`src/core/qmac_pkg.sv`:
```
package qmac_pkg;

    // ------------------------------------------------------------
    // Widths and field positions
    // ------------------------------------------------------------
    localparam int QMAC_WORD_W = 32;
    localparam int QMAC_HALF_W = 16;
    localparam int QMAC_ACC_W = 64;
    localparam int QMAC_NUM_ACC = 4;
    localparam int QMAC_SEL_W = 2;
    localparam int QMAC_FLAG_LSB = 16;
    localparam int QMAC_FLAG_MSB = 19;
    localparam int QMAC_LEFT_LSB = 16;
    localparam int QMAC_RIGHT_LSB = 0;
    localparam int QMAC_Q31_HI = 62;
    localparam int QMAC_Q31_LO = 31;

    // ------------------------------------------------------------
    // Special values and reset values
    // ------------------------------------------------------------
    localparam logic [15:0] QMAC_Q15_MINUS_ONE = 16'h8000;
    localparam logic [31:0] QMAC_Q31_MAX = 32'h7fffffff;
    localparam logic [63:0] QMAC_ACC_POS_MAX = 64'h000000007fffffff;
    localparam logic [63:0] QMAC_ACC_NEG_MIN = 64'hffffffff80000000;
    localparam logic [31:0] QMAC_MASK_ZERO = 32'h00000000;
    localparam logic [31:0] QMAC_MASK_ONES = 32'hffffffff;
    localparam logic [31:0] QMAC_CTRL_RESET = 32'h00000000;
    localparam logic [63:0] QMAC_ACC_RESET = 64'h0000000000000000;

    // ------------------------------------------------------------
    // Operations and carriers
    // ------------------------------------------------------------
    typedef enum logic [1:0] {
        QMAC_LEFT_PRODUCT_SAT,
        QMAC_LEFT_FULL_SAT,
        QMAC_RIGHT_PRODUCT_SAT,
        QMAC_RIGHT_FULL_SAT
    } qmac_op_e;

    typedef struct packed {
        logic valid;
        qmac_op_e op;
        logic [1:0] accumulator_select;
        logic [31:0] src_s;
        logic [31:0] src_t;
    } qmac_req_s;

    typedef struct packed {
        logic reserved_instr;
        logic signal_proc_disabled;
    } qmac_exc_s;

endpackage : qmac_pkg

```
`src/core/qmac_product.sv`:
```
`timescale 1ns/10ps
`default_nettype none
module qmac_product (
    // Selected halfwords
    input wire logic [qmac_pkg::QMAC_HALF_W-1:0] half_s,
    input wire logic [qmac_pkg::QMAC_HALF_W-1:0] half_t,
    // Product
    output logic [qmac_pkg::QMAC_WORD_W-1:0] product,
    output logic product_sat
);
    import qmac_pkg::*;

    logic signed [31:0] raw;

    always_comb begin
        raw = $signed(half_s) * $signed(half_t);
        product_sat = (half_s == QMAC_Q15_MINUS_ONE)
            && (half_t == QMAC_Q15_MINUS_ONE);
        if (product_sat) begin
            product = QMAC_Q31_MAX;
        end else begin
            product = {raw[30:0], 1'b0};
        end
    end
endmodule : qmac_product
`default_nettype wire

```
`src/core/qmac_unit.sv`:
```
`timescale 1ns/10ps
`default_nettype none
module qmac_unit (
    // Clock and reset
    input wire logic sys_clk,
    input wire logic reset,
    // Issue from the pipeline
    input wire qmac_pkg::qmac_req_s req,
    input wire logic signal_proc_enable,
    input wire logic opcode_reserved,
    // Results
    output logic done,
    output qmac_pkg::qmac_exc_s exc,
    output logic [qmac_pkg::QMAC_WORD_W-1:0] signal_proc_control_reg,
    output logic [qmac_pkg::QMAC_WORD_W-1:0] accumulator_high_word [4],
    output logic [qmac_pkg::QMAC_WORD_W-1:0] accumulator_low_word [4]
);
    import qmac_pkg::*;

    // ------------------------------------------------------------
    // Operation decode functions
    // ------------------------------------------------------------

    function automatic logic op_is_left(input qmac_op_e op);
        op_is_left = (op == QMAC_LEFT_PRODUCT_SAT)
            || (op == QMAC_LEFT_FULL_SAT);
    endfunction : op_is_left

    function automatic logic op_is_full(input qmac_op_e op);
        op_is_full = (op == QMAC_LEFT_FULL_SAT)
            || (op == QMAC_RIGHT_FULL_SAT);
    endfunction : op_is_full

    function automatic logic [15:0] pick_half(input logic [31:0] word,
        input logic left);
        if (left) begin
            pick_half = word[QMAC_LEFT_LSB +: QMAC_HALF_W];
        end else begin
            pick_half = word[QMAC_RIGHT_LSB +: QMAC_HALF_W];
        end
    endfunction : pick_half

    function automatic logic [3:0] acc_mask(input logic [1:0] sel);
        acc_mask = 4'h1 << sel;
    endfunction : acc_mask

    function automatic logic issue_accepted(input logic valid,
        input logic reserved, input logic enable);
        issue_accepted = valid && !reserved && enable;
    endfunction : issue_accepted

    // ------------------------------------------------------------
    // Range and flag functions
    // ------------------------------------------------------------

    function automatic logic [63:0] sext32(input logic [31:0] v);
        sext32 = {{32{v[31]}}, v};
    endfunction : sext32

    function automatic logic above_q31(input logic [63:0] v);
        above_q31 = !v[63]
            && (v[QMAC_Q31_HI:QMAC_Q31_LO] != QMAC_MASK_ZERO);
    endfunction : above_q31

    function automatic logic below_q31(input logic [63:0] v);
        below_q31 = v[63]
            && (v[QMAC_Q31_HI:QMAC_Q31_LO] != QMAC_MASK_ONES);
    endfunction : below_q31

    function automatic logic [63:0] q31_clamp(input logic [63:0] v);
        if (above_q31(v)) begin
            q31_clamp = QMAC_ACC_POS_MAX;
        end else if (below_q31(v)) begin
            q31_clamp = QMAC_ACC_NEG_MIN;
        end else begin
            q31_clamp = v;
        end
    endfunction : q31_clamp

    function automatic logic [3:0] merge_flags(input logic [3:0] old,
        input logic [3:0] mask);
        merge_flags = old | mask;
    endfunction : merge_flags

    // ------------------------------------------------------------
    // Word split functions
    // ------------------------------------------------------------

    function automatic logic [31:0] acc_high(input logic [63:0] v);
        acc_high = v[63:32];
    endfunction : acc_high

    function automatic logic [31:0] acc_low(input logic [63:0] v);
        acc_low = v[31:0];
    endfunction : acc_low

    // ------------------------------------------------------------
    // Accumulator state
    // ------------------------------------------------------------

    logic [63:0] acc [QMAC_NUM_ACC];
    logic [63:0] next_acc [QMAC_NUM_ACC];

    // ------------------------------------------------------------
    // Control state
    // ------------------------------------------------------------

    logic [31:0] ctrl;
    logic [31:0] next_ctrl;

    // ------------------------------------------------------------
    // Completion state
    // ------------------------------------------------------------

    logic done_q;
    logic next_done;
    qmac_exc_s exc_q;
    qmac_exc_s next_exc;

    // ------------------------------------------------------------
    // Operand signals
    // ------------------------------------------------------------

    logic is_left;
    logic is_full;
    logic [15:0] half_s;
    logic [15:0] half_t;
    logic [31:0] product;
    logic product_sat;

    // ------------------------------------------------------------
    // Sum signals
    // ------------------------------------------------------------

    logic [63:0] acc_in;
    logic [63:0] sum;
    logic [63:0] result;
    logic clamp_pos;
    logic clamp_neg;
    logic clamp;

    // ------------------------------------------------------------
    // Issue signals
    // ------------------------------------------------------------

    logic go;
    logic refuse_reserved;
    logic refuse_disabled;
    logic flag_event;
    logic [3:0] write_mask;

    // ------------------------------------------------------------
    // Issue decode
    // ------------------------------------------------------------

    always_comb begin
        is_left = op_is_left(req.op);
        is_full = op_is_full(req.op);
        half_s = pick_half(req.src_s, is_left);
        half_t = pick_half(req.src_t, is_left);
    end

    always_comb begin
        // Exceptions depend on valid, the opcode and enable only, not on data.
        refuse_reserved = 1'b0;
        refuse_disabled = 1'b0;
        if (req.valid) begin
            if (opcode_reserved) begin
                refuse_reserved = 1'b1;
            end else if (!signal_proc_enable) begin
                refuse_disabled = 1'b1;
            end
        end
        go = issue_accepted(req.valid, opcode_reserved,
            signal_proc_enable);
        write_mask = go ? acc_mask(req.accumulator_select)
            : 4'h0;
    end

    // ------------------------------------------------------------
    // Product
    // ------------------------------------------------------------

    qmac_product u_product (
        .half_s(half_s),
        .half_t(half_t),
        .product(product),
        .product_sat(product_sat)
    );

    // ------------------------------------------------------------
    // Accumulate and clamp
    // ------------------------------------------------------------

    always_comb begin
        acc_in = acc[req.accumulator_select];
        sum = acc_in + sext32(product);
        clamp_pos = is_full && above_q31(sum);
        clamp_neg = is_full && below_q31(sum);
        clamp = clamp_pos || clamp_neg;
        if (is_full) begin
            result = q31_clamp(sum);
        end else begin
            result = sum;
        end
        flag_event = go
            && (product_sat || clamp);
    end

    // ------------------------------------------------------------
    // Accumulator file
    // ------------------------------------------------------------

    always_comb begin
        for (int i = 0; i < QMAC_NUM_ACC; i++) begin
            if (reset) begin
                next_acc[i] = QMAC_ACC_RESET;
            end else if (write_mask[i]) begin
                next_acc[i] = result;
            end else begin
                next_acc[i] = acc[i];
            end
        end
    end

    always_ff @(posedge sys_clk) begin
        acc <= next_acc;
    end

    // ------------------------------------------------------------
    // Control register flags
    // ------------------------------------------------------------

    always_comb begin
        next_ctrl = ctrl;
        if (reset) begin
            next_ctrl = QMAC_CTRL_RESET;
        end else if (flag_event) begin
            // Only the selected bit is set; only reset clears the field.
            next_ctrl[QMAC_FLAG_MSB:QMAC_FLAG_LSB] = merge_flags(
                ctrl[QMAC_FLAG_MSB:QMAC_FLAG_LSB],
                write_mask);
        end
    end

    always_ff @(posedge sys_clk) begin
        ctrl <= next_ctrl;
    end

    // ------------------------------------------------------------
    // Completion and exceptions
    // ------------------------------------------------------------

    always_comb begin
        if (reset) begin
            next_done = 1'b0;
            next_exc = '0;
        end else begin
            next_done = go;
            next_exc.reserved_instr = refuse_reserved;
            next_exc.signal_proc_disabled = refuse_disabled;
        end
    end

    always_ff @(posedge sys_clk) begin
        done_q <= next_done;
        exc_q <= next_exc;
    end

    // ------------------------------------------------------------
    // Accumulator outputs
    // ------------------------------------------------------------

    always_comb begin
        for (int i = 0; i < QMAC_NUM_ACC; i++) begin
            accumulator_high_word[i] = acc_high(acc[i]);
        end
    end

    always_comb begin
        for (int i = 0; i < QMAC_NUM_ACC; i++) begin
            accumulator_low_word[i] = acc_low(acc[i]);
        end
    end

    // ------------------------------------------------------------
    // Status outputs
    // ------------------------------------------------------------

    assign done = done_q;
    assign exc = exc_q;
    assign signal_proc_control_reg = ctrl;

endmodule : qmac_unit
`default_nettype wire

```
`config.mk`:
```
export PLATFORM = sky130hd
export DESIGN_NAME = qmac_unit
export DESIGN_NICKNAME = d
export VERILOG_FILES = /design/src/core/qmac_pkg.sv /design/src/core/qmac_product.sv /design/src/core/qmac_unit.sv
export SDC_FILE = /design/constraint.sdc
export NUM_CORES = 1
export LEC_CHECK = 0
export ABC_AREA = 1
export BUFFER_PORTS_ARGS = -buffer_cell sky130_fd_sc_hd__buf_4
export CAP_MARGIN = 5
export CORE_AREA = 2 2 219 264
export DETAILED_ROUTE_END_ITERATION = 12
export DIE_AREA = 0 0 221 266
export PLACE_DENSITY = 0.83
export SLEW_MARGIN = 10
export SYNTH_ARGS = -nofsm -noshare
export SYNTH_HDL_FRONTEND = slang
export SYNTH_HIERARCHICAL = 1
export SYNTH_SLANG_ARGS = --single-unit
```
`constraint.sdc`:
```
create_clock -name sys_clk -period 22.6 [get_ports sys_clk]
set_input_delay 2.26 -clock sys_clk [delete_from_list [all_inputs] [get_ports sys_clk]]
set_output_delay 2.26 -clock sys_clk [all_outputs]
set_load 0.01 [all_outputs]
```
Yosys cells after proc, flatten, opt, wreduce, memory -nomap -nowiden
Cells that the tools add are included.
- equality and inequality tests: 5
- reduce and logical (&&, ||, !) cells: 18
- muxes and demuxes: 12
- $lt $le $gt $ge: 1
- add/sub/neg operators: 1
- shifts and indexed selects: 1
- bitwise operators: 3
- multiply operators: 1
- operators by type and width (operator ; count):
    $mux 64 ; 5
    $bmux 64 s2 ; 1
    $add 64x64->64 ; 1
    $eq 16x16->1 const B ; 2
    $mux 16 ; 2
    $mux 32 ; 1
    $ne 32x32->1 const B ; 1
    $reduce_bool 32->1 ; 1
    $mul 16x16->31 ; 1
    $logic_and 1x1->1 ; 8
    $logic_or 1x1->1 ; 4
    $mux 4 ; 1
    $or 4x4->4 ; 1
    $shl 1x2->4 const A ; 1
    $ge 3x3->1 const B ; 1
    $not 2->3 ; 1
    $reduce_or 3->1 ; 1
    $eq 2x1->1 const B ; 1
    $eq 2x2->1 const B ; 1
    $logic_not 1->1 ; 2
    $logic_not 2->1 ; 1
    $mux 1 ; 2
    $reduce_or 2->1 ; 1
    $not 1->1 ; 1
- output and inout port bits: 291
- input bits: 73
- register bits: 263

Logic depth before layout (Yosys ltp)
- depth after elaboration: 13
- mapped depth: 57
- gate-level depth less buffers: 52

Cells and area by module
Netlist, hierarchy kept.
- by module, submodules not included (module ; seq. area each (um^2) ; times used ; cells each ; area an instance (um^2)):
    qmac_unit ; 5265.0 ; 1 ; 3258 ; 19132.1
    qmac_product ; 0.0 ; 1 ; 1507 ; 10874.2

Worst setup path before layout
Ideal clock, no wire load.
- path type: input to register
- from: input port req[67] (netlist name)
- to: register acc, in the netlist accumulator_low_word[44]
- stages: 51
- path slack: 10748 ps
- data arrival time: 11743 ps
- data required time: 22491 ps
- library setup time: 109 ps
- path through: clkbuf_1 -> buf_1 -> mux2_2 -> clkbuf_1 -> clkbuf_1 -> nand2_1 -> inv_1 -> fa_1 -> inv_1 -> fa_1 -> inv_1 -> fa_1 -> inv_1 -> fa_1 -> inv_1 -> fa_1 -> inv_1 -> fa_1 -> [... 15 more ...] -> a21oi_1 -> nand2_1 -> nand2_1 -> nand2_1 -> a21oi_1 -> nand2_1 -> nand2_1 -> nand2_1 -> nor2_1 -> nand2_1 -> nor2_1 -> nand3_1 -> nand2_2 -> buf_6 -> buf_6 -> nand3_1 -> nand2_1 -> inv_1
- cells in the longest elaborated chain, start to end: 12
- elaborated cells between the ends (all ways): 21
- classes of those cells: add/sub: 1; mul: 1; eq/ne: 5; mux: 6; reduce/logical: 8
- ends and longest elaborated chain (item ; line ; text):
    from (decl) ; qmac_unit.sv:8 ; input wire qmac_pkg::qmac_req_s req,
    $eq 2x1->1 / $logic_not 2->1 (equally long branches) ; qmac_unit.sv:26, qmac_unit.sv:25 ;
    $logic_or 1x1->1 (*) ; qmac_unit.sv:26 ; || (op == QMAC_LEFT_FULL_SAT);
    $mux 16 (*) ; qmac_unit.sv:36 ; if (left) begin
    named net half_t[3] ; qmac_unit.sv:127 ; logic [15:0] half_t;
    branches (longest 2 deep; another with $mul 16x16->31) ; n/a ;
    $mux 32 (*) ; qmac_product.sv:19 ; if (product_sat) begin
    named net product[31] ; qmac_unit.sv:128 ; logic [31:0] product;
    $add 64x64->64 (*) ; qmac_unit.sv:197 ; sum = acc_in + sext32(product);
    $ne 32x32->1 ; qmac_unit.sv:67 ; && (v[QMAC_Q31_HI:QMAC_Q31_LO] != QMAC_MASK_ONES);
    $logic_and 1x1->1 ; qmac_unit.sv:67 ;
    $mux 64 ; qmac_unit.sv:73 ; end else if (below_q31(v)) begin
    $mux 64 (*) ; qmac_unit.sv:71 ; if (above_q31(v)) begin
    $mux 64 (*) ; qmac_unit.sv:201 ; if (is_full) begin
    to (signal assigned) ; qmac_unit.sv:227 ; acc <= next_acc;
    to (decl) ; qmac_unit.sv:101 ; logic [63:0] acc [QMAC_NUM_ACC];
Mark *: on every way through the listed nets, which the timed path passes.
A chain may end at the register's enable or synchronous reset.

Final worst setup path
- from: input port req[67] (netlist name)
- to: register ctrl[19] (netlist: signal_proc_control_reg[19])
- cells in the longest elaborated chain, start to end: 13
- elaborated cells between the ends (all ways): 23
- classes of those cells: add/sub: 1; mul: 1; eq/ne: 5; mux: 3; reduce/logical: 13
- ends and longest elaborated chain (item ; line ; text):
    $eq 2x1->1 / $logic_not 2->1 (equally long branches) ; qmac_unit.sv:26, qmac_unit.sv:25 ;
    $logic_or 1x1->1 (*) ; qmac_unit.sv:26 ;
    $mux 16 (*) ; qmac_unit.sv:36 ;
    named net half_t[2] ; qmac_unit.sv:127 ;
    branches (longest 2 deep; another with $mul 16x16->31) ; n/a ;
    $mux 32 (*) ; qmac_product.sv:19 ;
    named net product[31] ; qmac_unit.sv:128 ;
    $add 64x64->64 (*) ; qmac_unit.sv:197 ;
    $ne 32x32->1 (tied with other cells) ; qmac_unit.sv:67 ;
    $logic_and 1x1->1 (on tied branches) ; qmac_unit.sv:67, qmac_unit.sv:62 ;
    $logic_and 1x1->1 (on tied branches) ; qmac_unit.sv:199, qmac_unit.sv:198 ;
    $logic_or 1x1->1 (*) ; qmac_unit.sv:200 ; clamp = clamp_pos || clamp_neg;
    $logic_or 1x1->1 (*) ; qmac_unit.sv:207 ; && (product_sat || clamp);
    $logic_and 1x1->1 (*) ; qmac_unit.sv:207 ;
    to (signal assigned) ; qmac_unit.sv:247 ; ctrl <= next_ctrl;
    to (decl) ; qmac_unit.sv:108 ; logic [31:0] ctrl;
Marks and branches as above.

==> results.ini <==
[floorplanning]
fp-row-count=96
start_util_pct=53.0
core_um2=56600
die_h_um=266
die-area_um2=58800
fp.dieW_um=221
io_pins=364

[logic_synthesis]
synth_edf_count=0
synth-async-reset-ratio_pct=0
synth_top_family_by_area=simple AND/OR/NAND/NOR gates
synth-adder-area-share_pct=23.1
muxShareOfSynthArea_pct=1.20
synth-simple-area-share_pct=27.9
syn_inst=4765
ys_seq_area_share_pct=17.5
synth_area_leaders=dfxtp_1 (18%), fa_1 (17%), inv_1 (15%), nand2_1 (15%), ha_1 (6.0%)
synth_xor_xnor_area_share_pct=1.17
ys_ff_latch=263
synth_cell_types=43
synth_compound_area_share_pct=9.90
ys_warn_count=6
syn-cell-area_um2=30000
yosys.area.top_type_share_pct=17.5
synth_area_leader_cell=dfxtp_1
synth_ff_type=dfxtp_1
syn_avg_cell_area_um2=6.30
yosysMostFrequentCell=inv_1
synthTopCellsByCount=inv_1 (1,230), nand2_1 (1,222), nor2_1 (443), dfxtp_1 (263), fa_1 (257)

[sta]
tns_ns=0
tightest_slew_ns=1.13
slew_headroom_pct=24.1
finalSetupViolCount=0
fmax_mhz=78.8
skew_ns=0.0275
drv_slew=0
hold_violations=0
rsz0062_at_grt=false
finalCriticalPeriod_ns=12.69
post-route-period-util_pct=56.2

[global_routing]
grt_pass1_wl_um=160000
met1_usage_pct=36.2
grtUsageMet2_pct=64.1
grt_usage_pct=34.5
busiest_layer=met2
antenna_found_initial=0
use_met3_pct=3.97
grt_overflow=0
grt_max_degree=103
grt_pass1_vias=29600

[critical_path]
cp_common_cell=nand2_1
worst-path-max-fanout=87
slowest_delay_ns=0.81
cp.arrival_ns=13.11
startpoint_type=primary input
slowest_stage=buf_4
required_ns=23.02
critPathKind=in -> reg
endpoint_kind=flip-flop

[hold_path]
hp-class=reg -> reg

[detailed_routing]
drt_pass1_iterations=6
drt_iter0_drc=2326
antenna_left=0
via_per_inst=5.28
routed_wl_um=104000
wl_per_cell_um=18.2
drc=0
via_count=30100

[layout]
drive_above_1_share_pct=10.7
n_antenna_cell=0
syn2layout_area_growth_pct=11.7
nets=5420
n_fill_cell=5404

[clock_tree]
cts_max_level=1
post_cts_buffers=0
cts_sinks=263
cts-root-buf=clkbuf_16
clkTransAtPathRegs_ns=0.07
insertion_delay_ns=0.58
cts_resized=0
cts_tree=yes
cts_buffers=26
cts_buffer_depth=3
hold_buffers=0

[placement]
dp_hpwl_um=82100
gp_congestion=1.06
numPortBuffers=335

[job]
drv_cap=0

[status]
status=complete, no violations

[metrics by stage]
stage	area [um2]	hold WS [ns]	worst slack, ns	cells	util, %
2_1_floorplan	30100	0.474	10.75	4792	-
3_3_place_gp	32700	0.453	9.41	5654	57.7
3_5_place_dp	32700	0.446	9.40	5654	57.7
4_1_cts	33500	0.458	9.99	5699	59.2
5_1_grt	33500	0.505	9.19	5699	59.2
6_report	33500	0.463	9.91	5699	59.2
[critical path, delay by kind of cell]
kind / cells / cell delay [ns]
multiplexers: 1 / 0.54
buffers and inverters: 11 / 2.15
AO/OA/AOI/OAI: 2 / 0.29
AND/OR/NAND/NOR: 24 / 3.65
adder cells (fa/ha/maj): 8 / 4.14
[logic make-up after synthesis]
logic type,Yosys count
compound gates,507
xor+xnor,40
fa+ha+maj,400
buf+inv,1479
flops,263
mux,32
other cells,1
simple gates,2043
[cell type report]
class,count,area (um2),area share (%)
Clock buffer,34,731,2.18
Clock inverter,11,120,0.358
Inverter,1253,4700,14.0
Multi-Input combinational cell,3050,19100,57.0
Sequential cell,263,5270,15.7
Tap cell,735,920,2.74
Timing Repair Buffer,353,2660,7.93
[metal layers]
layer	vias up	part of all wire (%)
met1	13900	35
met3	409	5.5
met2	1288	52
met5	-	0
met4	0	8.1
li1	14500	-
[final timing paths]
path	startpoint	to	slack (ns)	cells past startpoint
worst max-delay path	req[67]	signal_proc_control_reg[19]	9.91	46
worst min-delay path	signal_proc_control_reg[17]	signal_proc_control_reg[17]	0.46	2
worst max register to register	accumulator_low_word[108]	signal_proc_control_reg[19]	16.85	21
worst min register to register	signal_proc_control_reg[17]	signal_proc_control_reg[17]	0.46	2
[layout by cell type, fill, tap and decap left out, types with 108 or more instances in the layout]
cell type and n:
inv_1 1229, nand2_1 1221, nor2_1 437, buf_4 352, dfxtp_1 263, fa_1 257
nand3_1 235, a21oi_1 200, ha_1 143, o21ai_0 108
Power is not shown: default switching activity piles up to over one toggle a cycle in this logic, so the estimate is an artifact.
